--- config.mk ---
export PLATFORM = sky130hd
export DESIGN_NAME = rlct_host_flat
export DESIGN_NICKNAME = d
export VERILOG_FILES = /design/src/hw/rlct_pkg.sv /design/src/hw/rlct_if.sv /design/src/hw/rlct_host.sv /design/src/flat_wrapper.sv
export SDC_FILE = /design/constraint.sdc
export NUM_CORES = 1
export LEC_CHECK = 0
export BUFFER_PORTS_ARGS = -buffer_cell sky130_fd_sc_hd__buf_2
export CORE_UTILIZATION = 40
export DETAILED_ROUTE_END_ITERATION = 10
export HOLD_SLACK_MARGIN = 0.1
export PLACE_DENSITY = 0.62
export SLEW_MARGIN = 10
export SYNTH_ARGS = -nofsm -noshare
export SYNTH_HDL_FRONTEND = slang
export SYNTH_SLANG_ARGS = --single-unit
--- constraint.sdc ---
create_clock -name mclk_i -period 4.2 [get_ports mclk_i]
set_input_delay 0.42 -clock mclk_i [delete_from_list [all_inputs] [get_ports mclk_i]]
set_output_delay 0.42 -clock mclk_i [all_outputs]
set_load 0.01 [all_outputs]
--- src/hw/rlct_pkg.sv ---
// Constants shared by both ends of the read latency code link:
// the latency parameter block image, opcodes and lookup helpers.
// Assumes both ends run on one clock that stands for the serial clock.
// Notes on behaviour
// - Parameter block starts with identifier 90h.
// - Length byte 56h locates the next parameter.
// - Header row holds ASCII F then C.
// - Basic read is 03h or 13h.
// - Fast read is 0Bh or 0Ch.
// - Dual-output read is 3Bh or 3Ch.
// - Quad-output read is 6Bh or 6Ch.
// - Dual I/O read is BBh or BCh.
// - Quad I/O read is EBh or ECh.
// - Row up to 50 MHz uses code 11b.
// - Code 11b: simple reads need no latency.
// - Code 11b: dual I/O has four dummies.
// - Code 11b: quad I/O two mode, one dummy.
// - Row up to 80 MHz uses code 00b.
// - Basic read unsupported at 80 MHz row.
// - Code 00b: fast, dual-out take eight dummies.
package rlct_pkg;
	localparam int TBL_BYTES = 88;
	localparam int OFF_ID = 0;
	localparam int OFF_LEN = 1;
	localparam int OFF_ROWS = 2;
	localparam int OFF_ROWLEN = 3;
	localparam int OFF_HDR = 4;
	localparam int OFF_OPC = 6;
	localparam int OFF_ROW1 = 18;
	localparam int NUM_OPC = 12;
	localparam int DATA_ROWS = 5;
	localparam logic [7:0] UNSUP = 8'hFF;
	localparam logic [7:0] QRY_OPC = 8'h5A;
	localparam logic [2:0] KIND_QRY = 3'h6;
	localparam logic [2:0] KIND_NONE = 3'h7;
	localparam logic [7:0] MAX_SCK_MHZ = 8'h85;
	localparam logic [7:0] TBL [0:TBL_BYTES-1] = '{
		8'h90, 8'h56, 8'h06, 8'h0E, 8'h46, 8'h43,
		8'h03, 8'h13, 8'h0B, 8'h0C, 8'h3B, 8'h3C, 8'h6B, 8'h6C,
		8'hBB, 8'hBC, 8'hEB, 8'hEC,
		8'h32, 8'h03, 8'h00, 8'h00, 8'h00, 8'h00, 8'h00, 8'h00,
		8'h00, 8'h00, 8'h00, 8'h04, 8'h02, 8'h01,
		8'h50, 8'h00, 8'hFF, 8'hFF, 8'h00, 8'h08, 8'h00, 8'h08,
		8'h00, 8'h08, 8'h00, 8'h04, 8'h02, 8'h04,
		8'h5A, 8'h01, 8'hFF, 8'hFF, 8'h00, 8'h08, 8'h00, 8'h08,
		8'h00, 8'h08, 8'h00, 8'h05, 8'h02, 8'h04,
		8'h68, 8'h02, 8'hFF, 8'hFF, 8'h00, 8'h08, 8'h00, 8'h08,
		8'h00, 8'h08, 8'h00, 8'h06, 8'h02, 8'h05,
		8'h85, 8'h02, 8'hFF, 8'hFF, 8'h00, 8'h08, 8'hFF, 8'hFF,
		8'hFF, 8'hFF, 8'hFF, 8'hFF, 8'hFF, 8'hFF};

	typedef struct packed {
		logic unsup;
		logic [7:0] mode;
		logic [7:0] dummy;
	} rlct_lat_t;

	typedef struct packed {
		logic [2:0] kind;
		logic four;
	} rlct_op_t;

	// Table byte, FFh beyond the image
	function automatic logic [7:0] tbl_byte(input logic [31:0] idx);
		tbl_byte = UNSUP;
		if (idx < 32'(TBL_BYTES)) begin
			tbl_byte = TBL[idx];
		end
	endfunction

	// Opcode to read kind; the query opcode is served with no latency
	function automatic rlct_op_t op_decode(input logic [7:0] opc);
		op_decode = '{kind: KIND_NONE, four: 1'b0};
		if (opc == QRY_OPC) begin
			op_decode = '{kind: KIND_QRY, four: 1'b1};
		end
		for (int k = 0; k < NUM_OPC; k++) begin
			if (TBL[OFF_OPC + k] == opc) begin
				op_decode = '{kind: 3'(k / 2), four: 1'(k % 2)};
			end
		end
	endfunction

	// Mode and dummy cycles for a read kind under a latency code
	function automatic rlct_lat_t lat_lookup(input logic [1:0] code, input logic [2:0] kind);
		logic found;
		int base;
		lat_lookup = '{unsup: 1'b1, mode: UNSUP, dummy: UNSUP};
		found = 1'b0;
		base = 0;
		if (kind == KIND_QRY) begin
			lat_lookup = '{unsup: 1'b0, mode: 8'h00, dummy: 8'h00};
		end else if (kind != KIND_NONE) begin
			for (int r = 0; r < DATA_ROWS; r++) begin
				base = OFF_ROW1 + r * int'(TBL[OFF_ROWLEN]);
				if (!found && TBL[base + 1][1:0] == code) begin
					found = 1'b1;
					lat_lookup.mode = TBL[base + 2 + 2 * int'(kind)];
					lat_lookup.dummy = TBL[base + 3 + 2 * int'(kind)];
					lat_lookup.unsup = (lat_lookup.mode == UNSUP) || (lat_lookup.dummy == UNSUP);
				end
			end
		end
	endfunction

	// Latency code of the first row whose limit covers the clock rate
	function automatic logic [1:0] code_for_mhz(input int mhz);
		logic found;
		int base;
		code_for_mhz = 2'h2;
		found = 1'b0;
		base = 0;
		for (int r = 0; r < DATA_ROWS; r++) begin
			base = OFF_ROW1 + r * int'(TBL[OFF_ROWLEN]);
			if (!found && int'(TBL[base]) >= mhz) begin
				found = 1'b1;
				code_for_mhz = TBL[base + 1][1:0];
			end
		end
	endfunction
endpackage

--- src/hw/rlct_if.sv ---
// Link between the read controller and the flash read port.
// Assumes both ends share one clock; all signals except lat_code are registered by their driver.
`timescale 1ns/1ps
`default_nettype none
interface rlct_if;
	logic cs_n;
	logic cmd_vld;
	logic [7:0] cmd;
	logic [31:0] addr;
	logic [1:0] lat_code;
	logic mode_drv;
	logic [7:0] dq;
	logic dq_oe;
	logic unsup;

	modport host (output cs_n, output cmd_vld, output cmd, output addr, output lat_code,
		output mode_drv, input dq, input dq_oe, input unsup);
	modport dev (input cs_n, input cmd_vld, input cmd, input addr, input lat_code,
		input mode_drv, output dq, output dq_oe, output unsup);
endinterface
`default_nettype wire

--- src/hw/rlct_host.sv ---
// Controller end: picks the latency code from its clock rate, refuses
// reads the table marks unsupported, issues the command, spends the
// tabulated mode and dummy cycles and gathers the requested bytes.
// Assumes the user holds request fields stable while start_i is high.
`timescale 1ns/1ps
`default_nettype none
module rlct_host #(
	parameter int SCK_MHZ = 50
) (
	input wire logic mclk_i,
	input wire logic resetn_i,
	input wire logic start_i,
	input wire logic [7:0] opcode_i,
	input wire logic [31:0] addr_i,
	input wire logic [7:0] len_i,
	rlct_if.host lnk,
	output logic busy_o,
	output logic [7:0] data_o,
	output logic data_vld_o,
	output logic err_o,
	output logic [31:0] next_param_o,
	output logic [1:0] code_o
);
	if (SCK_MHZ < 1 || SCK_MHZ > int'(rlct_pkg::MAX_SCK_MHZ)) begin : g_bad_rate
		$error("SCK_MHZ outside the tabulated rows");
	end

	// The lookups walk the image by fixed offsets; a mismatch would read wrong bytes
	localparam int ROWS_END = rlct_pkg::OFF_ROW1 + rlct_pkg::DATA_ROWS * int'(rlct_pkg::TBL[rlct_pkg::OFF_ROWLEN]);
	localparam int OPC_END = rlct_pkg::OFF_OPC + rlct_pkg::NUM_OPC;
	localparam int ROWS_TOTAL = int'(rlct_pkg::TBL[rlct_pkg::OFF_ROWS]);
	if (OPC_END != rlct_pkg::OFF_ROW1 || ROWS_END != rlct_pkg::TBL_BYTES ||
		ROWS_TOTAL != rlct_pkg::DATA_ROWS + 1) begin : g_bad_tbl
		$error("latency table layout does not match its rows");
	end

	localparam logic [1:0] CODE = rlct_pkg::code_for_mhz(SCK_MHZ);

	// Gray order along IDLE, LAT, DATA, END
	typedef enum logic [2:0] {
		RLCT_H_IDLE = 3'b000,
		RLCT_H_LAT = 3'b001,
		RLCT_H_DATA = 3'b011,
		RLCT_H_END = 3'b010
	} rlct_hst_t;

	// All host state lives in one register image
	typedef struct packed {
		rlct_hst_t st;
		logic cs_n;
		logic cmd_vld;
		logic [7:0] cmd;
		logic [31:0] addr;
		logic mode_drv;
		logic [7:0] mcnt;
		logic [8:0] cnt;
		logic [7:0] left;
		logic [7:0] idx;
		logic qry;
		logic busy;
		logic [7:0] data;
		logic data_vld;
		logic err;
		logic [31:0] next_param;
	} rlct_hreg_t;

	localparam rlct_hreg_t RST = '{
		st: RLCT_H_IDLE,
		cs_n: 1'b1,
		cmd_vld: 1'b0,
		cmd: 8'h00,
		addr: 32'h0000_0000,
		mode_drv: 1'b0,
		mcnt: 8'h00,
		cnt: 9'h000,
		left: 8'h00,
		idx: 8'h00,
		qry: 1'b0,
		busy: 1'b0,
		data: 8'h00,
		data_vld: 1'b0,
		err: 1'b0,
		next_param: 32'h0000_0000
	};

	// Mode plus dummy cycles, widened so FFh entries cannot wrap
	function automatic logic [8:0] lat_total(input rlct_pkg::rlct_lat_t lat);
		lat_total = {1'b0, lat.mode} + {1'b0, lat.dummy};
	endfunction

	rlct_hreg_t r, nxt;

	always_comb begin
		rlct_pkg::rlct_op_t op;
		rlct_pkg::rlct_lat_t lat;
		nxt = r;
		nxt.cmd_vld = 1'b0;
		nxt.data_vld = 1'b0;
		nxt.err = 1'b0;
		op = rlct_pkg::op_decode(opcode_i);
		lat = rlct_pkg::lat_lookup(CODE, op.kind);
		unique case (r.st)
			RLCT_H_IDLE: begin
				if (start_i) begin
					// Refused requests pulse err and open no frame
					// never issue unsupported
					if (lat.unsup || len_i == 8'h00) begin
						nxt.err = 1'b1;
					end else begin
						nxt.st = RLCT_H_LAT;
						nxt.busy = 1'b1;
						nxt.cs_n = 1'b0;
						nxt.cmd_vld = 1'b1;
						nxt.cmd = opcode_i;
						nxt.addr = addr_i;
						// Query frames also yield where the next parameter block starts
						nxt.qry = (op.kind == rlct_pkg::KIND_QRY);
						nxt.mcnt = lat.mode;
						nxt.cnt = lat_total(lat);
						nxt.left = len_i;
						nxt.idx = 8'h00;
					end
				end
			end
			RLCT_H_LAT: begin
				nxt.mode_drv = (r.mcnt != 8'h00);
				if (r.mcnt != 8'h00) begin
					nxt.mcnt = r.mcnt - 8'h01;
				end
				if (r.cnt != 9'h000) begin
					nxt.cnt = r.cnt - 9'h001;
				end else begin
					nxt.mode_drv = 1'b0;
					nxt.st = RLCT_H_DATA;
				end
				// Early data or a refusal means the two ends disagree
				if (lnk.dq_oe || lnk.unsup) begin
					nxt.err = 1'b1;
					nxt.mode_drv = 1'b0;
					nxt.st = RLCT_H_END;
					nxt.cs_n = 1'b1;
				end
			end
			RLCT_H_DATA: begin
				if (lnk.unsup) begin
					nxt.err = 1'b1;
					nxt.st = RLCT_H_END;
					nxt.cs_n = 1'b1;
				end else if (lnk.dq_oe) begin
					nxt.data = lnk.dq;
					nxt.data_vld = 1'b1;
					nxt.idx = r.idx + 8'h01;
					nxt.left = r.left - 8'h01;
					if (r.qry && r.idx == 8'(rlct_pkg::OFF_LEN)) begin
						nxt.next_param = r.addr + {24'h00_0000, lnk.dq} + 32'h0000_0002;
					end
					if (r.left == 8'h01) begin
						nxt.st = RLCT_H_END;
						nxt.cs_n = 1'b1;
					end
				end else begin
					// A gap in the data stream means the two ends lost step
					nxt.err = 1'b1;
					nxt.st = RLCT_H_END;
					nxt.cs_n = 1'b1;
				end
			end
			RLCT_H_END: begin
				// One cycle with cs_n high keeps frames apart
				nxt.st = RLCT_H_IDLE;
				nxt.busy = 1'b0;
			end
			default: begin
				// Illegal state codes fall back to reset
				nxt = RST;
			end
		endcase
	end

	// Synchronous reset; every output except code_o and lat_code comes straight from this register
	always_ff @(posedge mclk_i) begin
		if (!resetn_i) begin
			r <= RST;
		end else begin
			r <= nxt;
		end
	end

	// The latency code is a constant of the clock rate, not a register
	assign lnk.cs_n = r.cs_n;
	assign lnk.cmd_vld = r.cmd_vld;
	assign lnk.cmd = r.cmd;
	assign lnk.addr = r.addr;
	assign lnk.lat_code = CODE;
	assign lnk.mode_drv = r.mode_drv;
	assign busy_o = r.busy;
	assign data_o = r.data;
	assign data_vld_o = r.data_vld;
	assign err_o = r.err;
	assign next_param_o = r.next_param;
	assign code_o = CODE;
endmodule // rlct_host
`default_nettype wire

--- src/flat_wrapper.sv ---
// flat-port wrapper written by rule: the top's interface ports become plain ports
module rlct_host_flat 
#(
	parameter int SCK_MHZ = 50
)
  (mclk_i, resetn_i, start_i, opcode_i, addr_i, len_i, busy_o, data_o, data_vld_o, err_o, next_param_o, code_o, lnk_cs_n, lnk_cmd_vld, lnk_cmd, lnk_addr, lnk_lat_code, lnk_mode_drv, lnk_dq, lnk_dq_oe, lnk_unsup);
  rlct_if lnk_i ();
  input wire logic mclk_i;
  input wire logic resetn_i;
  input wire logic start_i;
  input wire logic [7:0] opcode_i;
  input wire logic [31:0] addr_i;
  input wire logic [7:0] len_i;
  output logic busy_o;
  output logic [7:0] data_o;
  output logic data_vld_o;
  output logic err_o;
  output logic [31:0] next_param_o;
  output logic [1:0] code_o;
  output wire logic [$bits(lnk_i.cs_n)-1:0] lnk_cs_n;
  output wire logic [$bits(lnk_i.cmd_vld)-1:0] lnk_cmd_vld;
  output wire logic [$bits(lnk_i.cmd)-1:0] lnk_cmd;
  output wire logic [$bits(lnk_i.addr)-1:0] lnk_addr;
  output wire logic [$bits(lnk_i.lat_code)-1:0] lnk_lat_code;
  output wire logic [$bits(lnk_i.mode_drv)-1:0] lnk_mode_drv;
  input wire logic [$bits(lnk_i.dq)-1:0] lnk_dq;
  input wire logic [$bits(lnk_i.dq_oe)-1:0] lnk_dq_oe;
  input wire logic [$bits(lnk_i.unsup)-1:0] lnk_unsup;
  assign lnk_cs_n = lnk_i.cs_n;
  assign lnk_cmd_vld = lnk_i.cmd_vld;
  assign lnk_cmd = lnk_i.cmd;
  assign lnk_addr = lnk_i.addr;
  assign lnk_lat_code = lnk_i.lat_code;
  assign lnk_mode_drv = lnk_i.mode_drv;
  assign lnk_i.dq = lnk_dq;
  assign lnk_i.dq_oe = lnk_dq_oe;
  assign lnk_i.unsup = lnk_unsup;
  rlct_host #(.SCK_MHZ(SCK_MHZ)) u_core (.mclk_i(mclk_i), .resetn_i(resetn_i), .start_i(start_i), .opcode_i(opcode_i), .addr_i(addr_i), .len_i(len_i), .lnk(lnk_i), .busy_o(busy_o), .data_o(data_o), .data_vld_o(data_vld_o), .err_o(err_o), .next_param_o(next_param_o), .code_o(code_o));
endmodule
==> impl_results.md <==
* Seq cells post-synth at 122
* Largest net degree at the start of global routing at 42
* Net Sw Frac at 26.1%
* Net switching power at 0.775 mW
* Setup TNS at 0 ps
* DR vias at 6217
* Htree depth at 4
* Crit. Startpoint: opcode_i[0]
* Final ANT Viol Nets at 0
* Number of flops mapped to enable cells by yosys at 0
* Nets at 1022
* R2R Path End: u_core.next_param_o[23]$_SDFFE_PN0P_
* Clk_lat worst skew at 420 ps
* Critical Path AT at 4020 ps
* Most frequent cells in the layout: buf_2, dfxtp_1, nand2_1, a21oi_1, nor2_1
* Die height at 135 um
* Crit path time final at 3690 ps
* Power Dens Cells at 367 nW/um^2
* Final Wtd Congestion at 0.844
* Cells after Synth at 864
* Starting Density at 41.1%
* Syn Area/Cell at 8.25 um^2
* Die W at 135 um
* Highest routed layer: met4
* Synth Area in XOR/XNOR at 4.67%
* Core area at 17400 um^2
* Post-CTS resize count at 0
* Grt ovf at 0
* Largest family of logic cells by synthesized area: compound AO/OA/AOI/OAI gates
* Pins Over Slew Limit at 0
* 1st-iter DRT viols at 285
* Status: finished clean
* Family with the most delay on the worst path: compound AO/OA/AOI/OAI gates
* Layout fillers at 1740
* CP peak stage delay at 450 ps
* Hpwl dp at 12700 um
* Via/cell ratio at 5.36
* Worst setup slack for register-to-register paths at 1340 ps
* Layout cell share with drive strength beyond 1 at 22.6%
* Met2 wire len at 8150 um
* Ys async rst share at 0%
* Routed len/inst at 15.4 um
* Startpoint Class: primary input
* # DRC at 0
* Hold_buf cts at 0
* Gr usage total at 20.0%
* Seq/Total Area, Yosys at 34.3%
* FMAX at 271 MHz
* Crit path cell chain: buf_2, nor3b_1, nor2_1, a311oi_4, inv_1, ha_1, nor2_1, o32ai_1, ha_1, a21oi_1, o21ai_0, or2_2, a21oi_1, xnor2_1, a32oi_1, o32ai_1
* CTS tree: done
* Tcrit/Tclk final at 87.8%
* Share of power burned in registers at 40.3%
* CP Class: primary input to register
* IO Port Bufs at 146
* VDD IR max at 276 uV
* Total power at 2.97 mW
* Synth-to-layout area growth at 13.6%
* DR WL met3 at 966 um
* CP endpoint: u_core.r[65]$_SDFFE_PN0P_
* Final setup fails at 0
* Top FF cell, synth: dfxtp_1
* CTS root buf: clkbuf_16
* Slew @ Worst Pin at 857 ps
* Post-synthesis mux area share at 0.140%
* Vias in the first global route at 5750
* Post-Synth Simple-Gate Area at 18.3%
* DIE AREA at 18400 um^2
* Internal power at 2.20 mW
* Worst endpoint required time at 4530 ps
* Initial antenna violation count at 0
* Critical path depth at 16
* Leakage at 3.40 nW
* Worst hold path type: primary input to register
* Ports at 151
* Post-Route M1 WL at 8580 um
* Post-CTS Setup Bufs at 0
* Core Rows at 48
* Max-cap viol count at 0
* Drt first pass iters at 5
* CTS sink count at 122
* Complex-gate fraction of the synthesized area at 22.7%
* Max FO, Critical Path at 6
* Slowest cell on crit path: nor3b_1
* Post-Syn Area at 7130 um^2
* Routed wire length at 17900 um
* Synth cell types at 59
* CTS Buf Count at 17
* Setup Skew at 10.7 ps
* Antenna diodes at 0
* CTS clk-pin slew, worst paths at 60 ps
* Clock network power share at 50.2%
* Reg-to-Reg Start: u_core.lnk.addr[1]$_SDFFE_PN0P_
* Commonest non-fill, non-tap cell in the layout: buf_2
* Comb pwr share at 9.5%
* Critical path endpoint category: register
* First-pass GRT wire length at 29000 um
* Yosys warns at 0
* Synth Area in Adders at 7.13%
* Worst rel slew slack at 42.9%
* Buf+Inv Stages, Crit Path at 2
* RSZ-0062 raised after global routing: no
* Clock Path Buffers at 2
* R2R cell count at 13
* Final hold violations at 0
[routing by layer]
layer / track usage (%) / up-vias
li1: - / 3130
met1: 26.4 / 2898
met2: 32.2 / 173
met3: 4.83 / 16
met4: 5.62 / 0
met5: 0 / -
[flip-flops by register name (all words and copies together), names as in the netlist, 8 cells and up]
name and cells:
u_core.lnk.cmd 8, u_core.lnk.addr 32, u_core.r 36, u_core.data_o 8, u_core.next_param_o 32
[power groups by stage]
stage               registers, mW  logic, mW  clock network (mW)
CTS                          1.20      0.284                1.53
global placement             1.22      0.281                   0
floorplan                    1.22      0.198                   0
global route                 1.20      0.318                1.58
detailed placement           1.22      0.283                   0
finish                       1.20      0.283                1.49
[layout make-up]
type	count	area, um^2	area share, %
repair buffers	162	863	10.7
well taps	225	282	3.48
multi-input cells	589	3800	46.9
clock inverters	14	161	1.99
flip-flops and latches	122	2440	30.2
clock buffers	18	439	5.42
inverters	29	109	1.34
[through the flow]
step | instances | utilization [%] | cell area (um^2) | hold WS (ps) | setup WS (ps)
6_report | 1159 | 46.7 | 8100 | 206 | 511
5_1_grt | 1159 | 46.7 | 8100 | 195 | 216
4_1_cts | 1159 | 46.7 | 8100 | 186 | 562
3_5_place_dp | 1127 | 43.2 | 7500 | 443 | 131
3_3_place_gp | 1127 | 43.2 | 7500 | 437 | 243
2_1_floorplan | 867 | - | 7140 | 432 | 181
[how the worst min path moves through the flow]
stage	start	endpoint	slack (ps)	cells past startpoint
floorplan	u_core.next_param_o[4]$_SDFFE_PN0P_	u_core.next_param_o[4]$_SDFFE_PN0P_	430	2
global placement	u_core.next_param_o[9]$_SDFFE_PN0P_	u_core.next_param_o[9]$_SDFFE_PN0P_	440	2
detailed placement	u_core.next_param_o[8]$_SDFFE_PN0P_	u_core.next_param_o[8]$_SDFFE_PN0P_	440	2
CTS	addr_i[8]	u_core.lnk.addr[8]$_SDFFE_PN0P_	190	2
global route	addr_i[16]	u_core.lnk.addr[16]$_SDFFE_PN0P_	200	2
finish	addr_i[8]	u_core.lnk.addr[8]$_SDFFE_PN0P_	210	2
[cell usage after synthesis, types with 8 or more instances]
cell	number	share of area, %
nand3_1	16	1.1
o211ai_1	9	0.95
xnor2_1	23	2.8
buf_4	84	8.8
a22o_1	42	5.2
nand4_1	8	0.70
clkbuf_1	34	1.8
dfxtp_1	122	34
nand2b_1	8	0.70
ha_1	39	6.8
a21oi_1	74	5.2
o21ai_0	43	3.0
or4_1	14	1.5
nor2_1	56	2.9
a211oi_1	13	1.4
xor2_1	15	1.8
inv_1	29	1.5
nand2_1	88	4.6
buf_2	9	0.63
nor3_1	31	2.2
[cell families (layout without fill, tap and decap cells)]
| group | count (synthesis) | after routing |
|---|---|---|
| simple gates | 267 | 267 |
| buf+inv | 156 | 223 |
| xor+xnor | 38 | 38 |
| flops | 122 | 122 |
| other cells | 1 | 4 |
| mux | 1 | 1 |
| fa+ha+maj | 40 | 40 |
| compound gates | 239 | 239 |
Power figures use the tool's default switching activity.
